`src/verilog/hpp_pkg.sv`:
```
// Function
// (RL1) High power strap means bus-powered ports.
// (RL2) Board holds power strap fixed after reset.
// (RL3) Memory enable high keeps memory pins idle.
// (RL4) Memory enable low drives three-state memory clock.
// (RL5) Memory data pin bidirectional, released when idle.
// (RL6) Memory disabled: shared pin is gang strap.
// (RL7) Board holds gang strap level constant.
// (RL8) Per-port mode: each overcurrent owns one port.
// (RL9) Ganged mode: any overcurrent input counts.
// (RL10) Board ties overcurrent inputs together when ganged.
// (RL11) Overcurrent inputs are noise filtered.
// (RL12) Power enables are active-low push-pull outputs.
// (RL13) Reset initialises all logic.
// (RL14) Board asserts reset at power-up, 100us-1ms.
// (RL15) Clock runs during last 60us of reset.
// (RL16) Suspend status high in suspend, else low.
// (RL17) Clock select low crystal, high direct clock.
// (RL18) Board supplies oscillator or grounds fast input.
// (RL19) Crystal mode uses internal PLL clocks.
// (RL20) One upstream, four downstream ports.
// (RL21) Ganged switches together; per-port acts separately.
// (RL22) Memory disabled reports default product identity.
// (RL23) Straps captured at reset release, then held.
// (RL24) Per-port overcurrent turns off only that port.
package hpp_pkg;

  // Number of downstream ports served by the hub.
  localparam int NUM_PORTS = 4;

  // Clock period of the control logic in nanoseconds.
  localparam int CLK_PERIOD_NS = 20;

  // Shortest overcurrent level that is believed, in nanoseconds.
  localparam int OC_FILTER_NS = 1000;

  // Filter length in cycles, rounded up to whole cycles.
  localparam int OC_FILTER_CYCLES = (OC_FILTER_NS + CLK_PERIOD_NS - 1) / CLK_PERIOD_NS;

  // Width of the filter counter.
  localparam int OC_CNT_W = 6;

  // Cycles waited after reset release before the straps are captured.
  localparam logic [2:0] STRAP_SETTLE_CYCLES = 3'h4;

  // Bit positions inside the synchronised strap vector.
  localparam int STRAP_POWER = 0;
  localparam int STRAP_EXT_MEMORY_ENABLE = 1;
  localparam int STRAP_CLKSEL = 2;
  localparam int STRAP_GANG = 3;

  // Reset value of the active-low power enables: all ports off.
  localparam logic [3:0] POWER_OFF_N = 4'hf;

  // Reset value of the active-low overcurrent sense: no fault.
  localparam logic OC_IDLE_N = 1'h1;

  // Control sequence after reset.
  typedef enum logic [0:0] {
    ST_SETTLE,
    ST_RUN
  } hpp_state_t;

endpackage

```
`src/verilog/hpp_glitch_filter.sv`:
```
`timescale 1ns/1ns
`default_nettype none
module hpp_glitch_filter (
  input wire logic clk,
  input wire logic rst_n,
  input wire logic din,
  output logic dout
);
  import hpp_pkg::*;

  // Three-stage synchroniser for the asynchronous pin.
  logic s1;
  logic s2;
  logic s3;
  // Cycles for which the new level has been seen steadily.
  logic [OC_CNT_W-1:0] cnt;

  // Synchroniser chain; the first stage feeds only the second.
  always_ff @(posedge clk or negedge rst_n) begin
    if (!rst_n) begin
      s1 <= OC_IDLE_N;
      s2 <= OC_IDLE_N;
      s3 <= OC_IDLE_N;
    end else begin
      s1 <= din;
      s2 <= s1;
      s3 <= s2;
    end
  end

  // A new level is taken only after it stands for the whole filter length.
  always_ff @(posedge clk or negedge rst_n) begin
    if (!rst_n) begin
      cnt <= '0;
      dout <= OC_IDLE_N;
    end else if (s2 != s3 || s3 == dout) begin
      // Disagreement or no change restarts the window.
      cnt <= '0; // [RL11]
    end else if (cnt == OC_CNT_W'(OC_FILTER_CYCLES - 1)) begin
      // The level survived the window, so it is real.
      dout <= s3; // [RL11]
      cnt <= '0;
    end else begin
      cnt <= cnt + OC_CNT_W'(1);
    end
  end

  // The output moves only after a full steady window.
  property p_filter_window;
    @(posedge clk) disable iff (!rst_n)
      $changed(dout) |-> ($past(cnt) == OC_CNT_W'(OC_FILTER_CYCLES - 1)) && ($past(s3) == dout);
  endproperty
  a_filter_window: assert property (p_filter_window) // [RL11]
    else $error("Filtered overcurrent changed without a full steady window.");

endmodule // hpp_glitch_filter
`default_nettype wire

```
`src/verilog/hpp_top.sv`:
```
`timescale 1ns/1ns
`default_nettype none
module hpp_top (
  input wire logic CLK,
  input wire logic RST_N,
  input wire logic POWER_SOURCE_STRAP,
  input wire logic EXT_MEMORY_ENABLE,
  input wire logic CLOCK_SOURCE_SELECT,
  input wire logic [hpp_pkg::NUM_PORTS-1:0] PORT_OVERCURRENT_N,
  input wire logic [hpp_pkg::NUM_PORTS-1:0] PORT_POWER_REQ,
  input wire logic SUSPEND_REQ,
  input wire logic MEM_CLOCK_REQ,
  input wire logic MEM_DATA_DRIVE,
  input wire logic MEM_DATA_OUT,
  input wire logic DATA_OR_GANG_IN,
  output logic DATA_OR_GANG_OUT,
  output logic DATA_OR_GANG_OE,
  output logic SERIAL_MEMORY_CLOCK,
  output logic SERIAL_MEMORY_CLOCK_OE,
  output logic MEM_DATA_IN,
  output logic [hpp_pkg::NUM_PORTS-1:0] PORT_POWER_ENABLE_N,
  output logic [hpp_pkg::NUM_PORTS-1:0] PORT_OVERCURRENT,
  output logic SUSPEND_STATUS,
  output logic BUS_POWERED,
  output logic GANGED_MODE,
  output logic DEFAULT_IDENTITY,
  output logic FAST_CLOCK_SELECT,
  output logic PLL_ENABLE,
  output logic CONFIG_READY
);
  import hpp_pkg::*;

  // Synchronised strap pins, three stages each.
  logic [3:0] strap_s1;
  logic [3:0] strap_s2;
  logic [3:0] strap_s3;
  // Synchronised memory data input, three stages.
  logic [2:0] mdat_sync;
  // Straps held from capture until the next reset.
  logic cap_power;
  logic cap_ext_memory_enable;
  logic cap_clksel;
  logic cap_gang;
  // Sequencer state and settle counter.
  hpp_state_t state;
  hpp_state_t next_state;
  logic [2:0] settle_cnt;
  // Filtered active-low overcurrent per port.
  logic [NUM_PORTS-1:0] oc_filt_n;
  // Overcurrent seen by each port after mode selection.
  logic [NUM_PORTS-1:0] oc_eff;
  // Power request after mode selection and overcurrent shut-off.
  logic [NUM_PORTS-1:0] next_power_on;

  // Apply the ganged or per-port view to a per-port vector.
  function automatic logic [NUM_PORTS-1:0] gang_view(input logic gang,
                                                     input logic [NUM_PORTS-1:0] v);
    gang_view = gang ? {NUM_PORTS{|v}} : v;
  endfunction

  // Strap synchronisers; the first stage feeds only the second.
  always_ff @(posedge CLK or negedge RST_N) begin
    if (!RST_N) begin
      strap_s1 <= 4'h0;
      strap_s2 <= 4'h0;
      strap_s3 <= 4'h0;
    end else begin
      strap_s1 <= {DATA_OR_GANG_IN, CLOCK_SOURCE_SELECT, EXT_MEMORY_ENABLE, POWER_SOURCE_STRAP};
      strap_s2 <= strap_s1;
      strap_s3 <= strap_s2;
    end
  end

  // Memory data synchroniser; the settled level is the returned data.
  always_ff @(posedge CLK or negedge RST_N) begin
    if (!RST_N) begin
      mdat_sync <= 3'h0;
    end else begin
      mdat_sync <= {mdat_sync[1:0], DATA_OR_GANG_IN};
    end
  end

  // Returned memory data changes once stages two and three agree.
  always_ff @(posedge CLK or negedge RST_N) begin
    if (!RST_N) begin
      MEM_DATA_IN <= 1'h0;
    end else if (!cap_ext_memory_enable && mdat_sync[1] == mdat_sync[2]) begin
      MEM_DATA_IN <= mdat_sync[2]; // [RL5]
    end
  end

  // Next state: leave settling once the pipeline is full and the straps agree.
  always_comb begin
    next_state = state;
    unique case (state)
      ST_SETTLE: begin
        if (settle_cnt == STRAP_SETTLE_CYCLES && strap_s2 == strap_s3) begin
          next_state = ST_RUN; // [RL23]
        end
      end
      ST_RUN: begin
        next_state = ST_RUN;
      end
    endcase
  end

  // Sequencer; reset puts all control back to its start state.
  always_ff @(posedge CLK or negedge RST_N) begin
    if (!RST_N) begin
      state <= ST_SETTLE; // [RL13]
      settle_cnt <= 3'h0;
    end else begin
      state <= next_state;
      if (settle_cnt != STRAP_SETTLE_CYCLES) begin
        settle_cnt <= settle_cnt + 3'h1;
      end
    end
  end

  // Strap capture at the end of settling; held until the next reset.
  always_ff @(posedge CLK or negedge RST_N) begin
    if (!RST_N) begin
      cap_power <= 1'h0;
      cap_ext_memory_enable <= 1'h1;
      cap_clksel <= 1'h0;
      cap_gang <= 1'h0;
    end else if (state == ST_SETTLE && next_state == ST_RUN) begin
      cap_power <= strap_s3[STRAP_POWER]; // [RL23]
      cap_ext_memory_enable <= strap_s3[STRAP_EXT_MEMORY_ENABLE];
      cap_clksel <= strap_s3[STRAP_CLKSEL];
      // The shared pin is a gang strap only with the memory disabled.
      cap_gang <= strap_s3[STRAP_EXT_MEMORY_ENABLE] & strap_s3[STRAP_GANG]; // [RL6]
    end
  end

  // One filter per downstream port.
  for (genvar i = 0; i < NUM_PORTS; i++) begin : g_port
    hpp_glitch_filter u_filt (
      .clk(CLK),
      .rst_n(RST_N),
      .din(PORT_OVERCURRENT_N[i]), // [RL11]
      .dout(oc_filt_n[i])
    );
  end

  // Mode selection of overcurrent and power requests.
  always_comb begin
    // Ganged: any input is the shared fault; per-port: each its own.
    oc_eff = gang_view(cap_gang, ~oc_filt_n); // [RL8] [RL9]
    // Ganged ports switch together; a fault turns off only where it applies.
    next_power_on = gang_view(cap_gang, PORT_POWER_REQ) & ~oc_eff; // [RL21] [RL24]
  end

  // Push-pull power enables, off until the straps are known.
  always_ff @(posedge CLK or negedge RST_N) begin
    if (!RST_N) begin
      PORT_POWER_ENABLE_N <= POWER_OFF_N;
      PORT_OVERCURRENT <= '0;
    end else if (state == ST_RUN) begin
      PORT_POWER_ENABLE_N <= ~next_power_on; // [RL12] [RL20]
      PORT_OVERCURRENT <= oc_eff;
    end else begin
      PORT_POWER_ENABLE_N <= POWER_OFF_N;
      PORT_OVERCURRENT <= '0;
    end
  end

  // Serial memory pins follow the core only while the interface is enabled.
  always_ff @(posedge CLK or negedge RST_N) begin
    if (!RST_N) begin
      SERIAL_MEMORY_CLOCK <= 1'h0;
      SERIAL_MEMORY_CLOCK_OE <= 1'h0;
      DATA_OR_GANG_OUT <= 1'h0;
      DATA_OR_GANG_OE <= 1'h0;
    end else if (state == ST_RUN && !cap_ext_memory_enable) begin
      SERIAL_MEMORY_CLOCK <= MEM_CLOCK_REQ; // [RL4]
      SERIAL_MEMORY_CLOCK_OE <= 1'h1;
      DATA_OR_GANG_OUT <= MEM_DATA_OUT;
      DATA_OR_GANG_OE <= MEM_DATA_DRIVE; // [RL5]
    end else begin
      SERIAL_MEMORY_CLOCK <= 1'h0; // [RL3]
      SERIAL_MEMORY_CLOCK_OE <= 1'h0;
      DATA_OR_GANG_OUT <= 1'h0;
      DATA_OR_GANG_OE <= 1'h0;
    end
  end

  // Suspend status follows the core's suspend request.
  always_ff @(posedge CLK or negedge RST_N) begin
    if (!RST_N) begin
      SUSPEND_STATUS <= 1'h0;
    end else begin
      SUSPEND_STATUS <= SUSPEND_REQ; // [RL16]
    end
  end

  // Configuration outputs derived from the captured straps; the ready flag follows the sequencer state.
  always_ff @(posedge CLK or negedge RST_N) begin
    if (!RST_N) begin
      BUS_POWERED <= 1'h0;
      GANGED_MODE <= 1'h0;
      DEFAULT_IDENTITY <= 1'h1;
      FAST_CLOCK_SELECT <= 1'h0;
      PLL_ENABLE <= 1'h1;
      CONFIG_READY <= 1'h0;
    end else begin
      BUS_POWERED <= cap_power; // [RL1]
      GANGED_MODE <= cap_gang;
      DEFAULT_IDENTITY <= cap_ext_memory_enable; // [RL22]
      FAST_CLOCK_SELECT <= cap_clksel; // [RL17]
      PLL_ENABLE <= ~cap_clksel; // [RL19]
      CONFIG_READY <= (state == ST_RUN);
    end
  end

  // Disabled memory interface leaves both shared pins undriven.
  property p_mem_off;
    @(posedge CLK) disable iff (!RST_N)
      (state == ST_RUN && cap_ext_memory_enable) |=> !SERIAL_MEMORY_CLOCK_OE && !DATA_OR_GANG_OE;
  endproperty
  a_mem_off: assert property (p_mem_off) // [RL3]
    else $error("Memory pins driven while memory interface disabled.");

  // Enabled memory interface drives the clock from the core.
  property p_mem_clock;
    @(posedge CLK) disable iff (!RST_N)
      (state == ST_RUN && !cap_ext_memory_enable) |=>
        SERIAL_MEMORY_CLOCK_OE && (SERIAL_MEMORY_CLOCK == $past(MEM_CLOCK_REQ));
  endproperty
  a_mem_clock: assert property (p_mem_clock) // [RL4]
    else $error("Memory clock not driven from core request.");

  // The data pin is released whenever the core does not drive it.
  property p_data_release;
    @(posedge CLK) disable iff (!RST_N)
      !MEM_DATA_DRIVE |=> !DATA_OR_GANG_OE;
  endproperty
  a_data_release: assert property (p_data_release) // [RL5]
    else $error("Data pin driven without a drive request.");

  // Per-port fault on port 0 removes power from port 0.
  property p_port_fault;
    @(posedge CLK) disable iff (!RST_N)
      (state == ST_RUN && !cap_gang && !oc_filt_n[0]) |=> PORT_POWER_ENABLE_N[0];
  endproperty
  a_port_fault: assert property (p_port_fault) // [RL8]
    else $error("Port stayed powered during its own overcurrent.");

  // Per-port fault on port 0 leaves a healthy, requested port 1 powered.
  property p_port_isolate;
    @(posedge CLK) disable iff (!RST_N)
      (state == ST_RUN && !cap_gang && !oc_filt_n[0] && oc_filt_n[1] && PORT_POWER_REQ[1])
        |=> !PORT_POWER_ENABLE_N[1];
  endproperty
  a_port_isolate: assert property (p_port_isolate) // [RL24]
    else $error("Healthy port lost power on a neighbour fault.");

  // Ganged fault on any input turns all ports off.
  property p_gang_fault;
    @(posedge CLK) disable iff (!RST_N)
      (state == ST_RUN && cap_gang && oc_filt_n != 4'hf) |=> PORT_POWER_ENABLE_N == POWER_OFF_N;
  endproperty
  a_gang_fault: assert property (p_gang_fault) // [RL9]
    else $error("Ganged fault did not turn off all ports.");

  // Ganged enables always move together.
  property p_gang_together;
    @(posedge CLK) disable iff (!RST_N)
      GANGED_MODE |-> (PORT_POWER_ENABLE_N == 4'h0 || PORT_POWER_ENABLE_N == 4'hf);
  endproperty
  a_gang_together: assert property (p_gang_together) // [RL21]
    else $error("Ganged power enables differ.");

  // Suspend status tracks the request with one cycle of delay.
  property p_suspend;
    @(posedge CLK) disable iff (!RST_N)
      ##1 SUSPEND_STATUS == $past(SUSPEND_REQ);
  endproperty
  a_suspend: assert property (p_suspend) // [RL16]
    else $error("Suspend status does not follow suspend request.");

  // Captured straps hold once running.
  property p_strap_hold;
    @(posedge CLK) disable iff (!RST_N)
      (state == ST_RUN) |=> $stable({cap_power, cap_ext_memory_enable, cap_clksel, cap_gang});
  endproperty
  a_strap_hold: assert property (p_strap_hold) // [RL23]
    else $error("Captured strap changed after capture.");

  // Clock source outputs agree with each other and the strap.
  property p_clock_select;
    @(posedge CLK) disable iff (!RST_N)
      (state == ST_RUN) |=> FAST_CLOCK_SELECT == $past(cap_clksel) && PLL_ENABLE == !FAST_CLOCK_SELECT;
  endproperty
  a_clock_select: assert property (p_clock_select) // [RL17]
    else $error("Clock source outputs disagree with strap.");

  // Power source flag follows the captured strap.
  property p_bus_power;
    @(posedge CLK) disable iff (!RST_N)
      (state == ST_RUN) |=> BUS_POWERED == $past(cap_power);
  endproperty
  a_bus_power: assert property (p_bus_power) // [RL1]
    else $error("Bus powered flag disagrees with strap.");

endmodule // hpp_top
`default_nettype wire
```
`config.mk`:
```
export PLATFORM = sky130hd
export DESIGN_NAME = hpp_top
export DESIGN_NICKNAME = d
export VERILOG_FILES = /design/src/verilog/hpp_pkg.sv /design/src/verilog/hpp_glitch_filter.sv /design/src/verilog/hpp_top.sv
export SDC_FILE = /design/constraint.sdc
export NUM_CORES = 1
export LEC_CHECK = 0
export BUFFER_PORTS_ARGS = -buffer_cell sky130_fd_sc_hd__buf_2
export CAP_MARGIN = 15
export CELL_PAD_IN_SITES_DETAIL_PLACEMENT = 0
export CELL_PAD_IN_SITES_GLOBAL_PLACEMENT = 1
export CORE_ASPECT_RATIO = 0.75
export CORE_MARGIN = 1.5
export CORE_UTILIZATION = 35
export DETAILED_ROUTE_END_ITERATION = 8
export PLACE_DENSITY_LB_ADDON = 0.08
export SETUP_SLACK_MARGIN = 0.15
export SYNTH_ARGS = -nofsm -noshare
export SYNTH_HDL_FRONTEND = slang
export SYNTH_SLANG_ARGS = --single-unit
export TNS_END_PERCENT = 20
```
`constraint.sdc`:
```
create_clock -name CLK -period 1.7 [get_ports CLK]
set_input_delay 0.34 -clock CLK [delete_from_list [all_inputs] [get_ports CLK]]
set_output_delay 0.34 -clock CLK [all_outputs]
set_load 0.02 [all_outputs]
```
# Word-level counts from Yosys, hierarchy flattened
# Cells that the tools add are included.
dict set report classes {
  add_sub_neg 5
  n_reduce_logical 15
  n_bitwise 11
  muxes 18
  n_eq_ne 16
}
# operator n
set ops {}
lappend ops {{6-bit two-way mux} 8}
lappend ops {{6-bit by 1-bit adder with 6-bit output (second input constant)} 4}
lappend ops {{6-bit == test (second input constant)} 4}
lappend ops {{4-bit two-way mux} 4}
lappend ops {{4-bit inverter} 3}
lappend ops {{2-bit AND reduction} 4}
lappend ops {{4-bit OR reduction} 2}
lappend ops {{1-bit inverter} 6}
lappend ops {{1-bit == test} 5}
lappend ops {{1-bit two-way mux} 5}
lappend ops {{4-bit AND} 1}
lappend ops {{4-bit == test} 1}
lappend ops {{1-bit logical AND} 4}
lappend ops {{1-bit logical OR} 4}
lappend ops {{1-bit inequality test} 4}
lappend ops {{3-bit by 1-bit adder with 3-bit output (second input constant)} 1}
lappend ops {{3-bit == test (second input constant)} 1}
lappend ops {{3-bit inequality test (second input constant)} 1}
lappend ops {{1-bit one-hot mux with 2 select lines} 1}
lappend ops {{1-bit AND} 1}
lappend ops {{1-bit logical NOT} 1}
dict set report totals {
  out_inout_bits 20
  register_bits 83
  wordCells 109
}

# Depth between registers and ports, before layout
dict set report depth {
  word_depth 7
  mapped_depth 6
}

# Modules after synthesis
# Synthesis repeated with hierarchy kept, for this count alone.
dict set report hier_totals {
  hier_cells 238
  hier_area_um2 3084.2
}
# module area_per_inst_um2 cells_each n_inst
set modules_own_cells {}
lappend modules_own_cells {hpp_glitch_filter 434.2 37 4}
lappend modules_own_cells {hpp_top 1347.5 90 1}

# Worst setup path before layout
# OpenSTA, ideal clock, no wires.
dict set report synth_timing {
  path_kind {flip-flop to flip-flop}
  start {reg settle_cnt[0]}
  end {reg cap_clksel}
  path_stages_with_launch 7
  t_arrival_ns 1.303
  setup_ns 0.128
  setup_slack_ns 0.270
  required_time_ns 1.572
  path_buffers 0
  cell_sequence {dfrtp_1 inv_1 ha_1 nand2_1 nor2_1 nand3b_2 mux2_1}
}
dict set report synth_between {
  elab_chain_len 5
}
# element line_no
set synth_rtl {}
lappend synth_rtl {{start: declaration} hpp_top.sv:47} ;# logic [2:0] settle_cnt;
lappend synth_rtl {{start signal: assignment} hpp_top.sv:115} ;# settle_cnt <= settle_cnt + 3'h1;
lappend synth_rtl {{3-bit == test} hpp_top.sv:97} ;# if (settle_cnt == STRAP_SETTLE_CYCLES && strap_s2 == strap_s3) begin
lappend synth_rtl {{1-bit logical AND} hpp_top.sv:97}
lappend synth_rtl {{1-bit two-way mux} hpp_top.sv:97}
lappend synth_rtl {{1-bit one-hot mux with 2 select lines} hpp_top.sv:95} ;# unique case (state)
lappend synth_rtl {{1-bit logical AND} hpp_top.sv:127} ;# end else if (state == ST_SETTLE && next_state == ST_RUN) begin
lappend synth_rtl {{end signal: assignment} hpp_top.sv:130} ;# cap_clksel <= strap_s3[STRAP_CLKSEL];
lappend synth_rtl {{end: declaration} hpp_top.sv:42} ;# logic cap_clksel;
# Every way passes these cells.
# A chain may end at the register's enable or synchronous reset.

# Worst setup path in the final report
dict set report layout_timing {
  start {reg strap_s3[1]}
  end {reg cap_clksel}
}
dict set report layout_between {
  elab_chain_len 5
}
# element line_no
set layout_rtl {}
lappend layout_rtl {{start: declaration} hpp_top.sv:36} ;# logic [3:0] strap_s3;
lappend layout_rtl {{start signal: assignment} hpp_top.sv:70} ;# strap_s3 <= strap_s2;
lappend layout_rtl {{4-bit == test} hpp_top.sv:97}
lappend layout_rtl {{1-bit logical AND} hpp_top.sv:97}
lappend layout_rtl {{1-bit two-way mux} hpp_top.sv:97}
lappend layout_rtl {{1-bit one-hot mux with 2 select lines} hpp_top.sv:95}
lappend layout_rtl {{1-bit logical AND} hpp_top.sv:127}
# Every way passes these cells.

==> flow_metrics.tcl <==
set metrics [dict create \
    clk_path_buf_depth 2 \
    routed_wl_mm 5.052 \
    p_seq_frac 0.430 \
    path_class "register to register" \
    post_drt_wl_per_cell_um 12.32 \
    grt_use_total 0.1278 \
    endpoint_kind "register" \
    coreArea_mm2 0.008418 \
    start_util 0.3592 \
    synth_seq_cells 80 \
    place_area_mm2 0.003378 \
    setup_viol 0 \
    grt_overflow 0 \
    synthCells 247 \
    io_buffers 37 \
    synth_area_leader_cell "dfrtp_1" \
    p_total_mw 5.204 \
    syn2layout_area_growth_pct 25.44 \
    slew-limit-headroom 0.6933 \
    cp-start-kind "register" \
    skew_ns 0.004146 \
    synth_most_common_cell "dfrtp_1" \
    p_leak_nw 1.677 \
    htree_num_levels 3 \
    rsz0062_at_grt "no" \
    num_antenna_cells 0 \
    synth_edf_count 0 \
    synth-seq-area-share 0.6715 \
    whs_ns 0.09966 \
    slew_violations 0 \
    layout.nets 325 \
    syn-cell-area_mm2 0.003024 \
    power.internal_mw 4.047 \
    clkSinkCount 80 \
    path_buf_inv 0 \
    period_share 0.8644 \
    slowest_stage "dfrtp_1" \
    via_count 1825 \
    setup_tns_ns 0 \
    synth_area_per_cell_um2 12.24 \
    die_x_um 110.3 \
    status "complete, no violations" \
    antenna_found_initial 0 \
    hold_viol 0 \
    grt_max_degree 31 \
    drtIter0Drc 41 \
    synth_top_area_frac 0.4717 \
    cts_tree "done" \
    numCtsBuffers 9 \
    yosysWarnings 0 \
    viasPerCell 4.451 \
    netlist_top_cells_area "dfrtp_1 (47%), dfstp_2 (20%), nor2_1 (4.7%), ha_1 (4.1%), xor2_1 (4.1%)" \
    critPathMaxStageDelay_ns 0.40 \
    die-area_mm2 0.009213 \
    dr.pass1.iters 6 \
    swShare 0.2224 \
    rows 29 \
    grt_pass1_wl_mm 8.680 \
    fmaxAchievable_mhz 680.5 \
    path_cells "xor2_1 > nor3_2 > nand3b_4 > mux2_1" \
    path_max_fanout 4 \
    share_comb_of_total_power 0.099 \
    grt_pass1_vias 1829 \
    clkPwrFrac 0.471 \
    postRouteAntennaNets 0 \
    final_area_mm2 0.003794 \
    die_y_um 83.50 \
    clk_pin_slew_worst_paths_ns 0.06 \
    synthFlopType "dfrtp_1" \
    vdd_drop_max_mv 0.8382 \
    ios 38 \
    crit_family "simple AND/OR/NAND/NOR gates" \
    synth.distinct_cells 27 \
    cp.required_ns 1.91 \
    hpwl_mm 3.483 \
    drc_errors 0 \
    maxCapViolCount 0 \
    power_density_mw_per_mm2 1372 \
    hp-class "primary input to register" \
    netSwitchingPower_mw 1.157 \
    fin_crit_ns 1.469 \
    clock_latency_ns 0.33 \
    post-route-util 0.4507 \
    ys_top_cells_by_count "dfrtp_1 (57), nor2_1 (38), dfstp_2 (23), nand2_1 (21), nand3_1 (18)" \
    cp.arrival_ns 1.68 \
    synthesis.nets 275 \
    drive_above_1_share 0.2848 \
    synthArstFlopShare 1.000 \
    tightestPinTransition_ns 0.4570 \
    root_buffer "clkbuf_16" \
    place_congestion 0.7567 \
]
[cell type report]
type / count / area, µm²
fill: 789 / 4624
timing repair buffer: 42 / 240.2
clock inverter: 6 / 155.1
tap: 108 / 135.1
clock buffer: 10 / 229.0
inverter: 8 / 30.03
sequential: 80 / 2031
multi-input combinational: 156 / 973.4
[registers in the layout (all words and copies together) (netlist names), 3 cells and up]
register             flops
strap_s2                 3
strap_s1                 3
g_port.u_filt.s2         4
g_port.u_filt.s3         4
strap_s3                 3
PORT_POWER_ENABLE_N      4
mdat_sync                3
g_port.u_filt.cnt       24
g_port.u_filt.s1         4
settle_cnt               3
g_port.u_filt.dout       4
PORT_OVERCURRENT         4
[placed cells by master (no fill, tap or decap), types with 4 or more instances in the layout]
cell type	count
o211ai_1	4
xnor2_1	7
o21ai_0	10
a21boi_0	4
buf_2	36
nand2_1	20
nor2_1	37
nand3_1	18
dfstp_2	23
nor3b_1	4
ha_1	9
inv_1	7
bufinv_16	5
nand4_1	4
o21ai_1	4
buf_4	4
xor2_1	14
clkbuf_16	9
dfrtp_1	57
[path summary, 6_finish.rpt]
| path | endpoint | startpoint | depth (start not counted) | slack (ns) |
|---|---|---|---|---|
| min | g_port[3].u_filt.s1 | PORT_OVERCURRENT_N[3] | 1 | 0.1 |
| min reg2reg | strap_s2[2] | strap_s1[2] | 0 | 0.35 |
| max | cap_clksel | strap_s3[1] | 4 | 0.23 |
| min in group asynchronous | g_port[3].u_filt.cnt[2] | RST_N | 2 | 0.48 |
| max reg2reg | cap_clksel | strap_s3[1] | 4 | 0.23 |
| max in group asynchronous | g_port[3].u_filt.dout | RST_N | 3 | 0.63 |
[metal layers]
metal  share of wire  vias to the layer above  track usage
met5               0                        -            0
met1            0.50                      856       0.1658
met4           0.018                        0      0.05944
met3           0.063                        8      0.05777
li1                -                      925            -
met2            0.42                       36       0.1813
[cell families after synthesis]
logic type | synth area share
flip-flops | 0.6715
XOR/XNOR | 0.06082
multiplexers | 0.01448
adder cells (fa/ha/maj) | 0.04137
AND/OR/NAND/NOR | 0.1469
AO/OA/AOI/OAI | 0.05131
buffers and inverters | 0.01365
[what timing repair did]
item / in CTS / in global routing
endpoints found under the hold margin: 15 / 0
gates resized for setup: 3 / 3
setup buffers: 0 / 0
hold buffers: 1 / 0
pin swaps: 0 / 1
gates cloned: 0 / 0
endpoints found under the setup margin: 2 / 3
[stage by stage]
step / std cells / setup WS [ns]
detailed placement: 393 / 0.1149
finish: 410 / 0.2306
global route: 410 / 0.1601
CTS: 410 / 0.1610
floorplan: 247 / 0.2696
global placement: 393 / 0.1766
[power by group through the flow]
stage / combinational (mW) / clock, mW / sequential [mW]
after floorplan: 0.151 / 0 / 2.40
after global placement: 0.516 / 0 / 2.27
after detailed placement: 0.516 / 0 / 2.27
after CTS: 0.525 / 2.51 / 2.24
after global routing: 0.578 / 2.60 / 2.27
final: 0.513 / 2.45 / 2.24
Power figures use the tool's default switching activity.
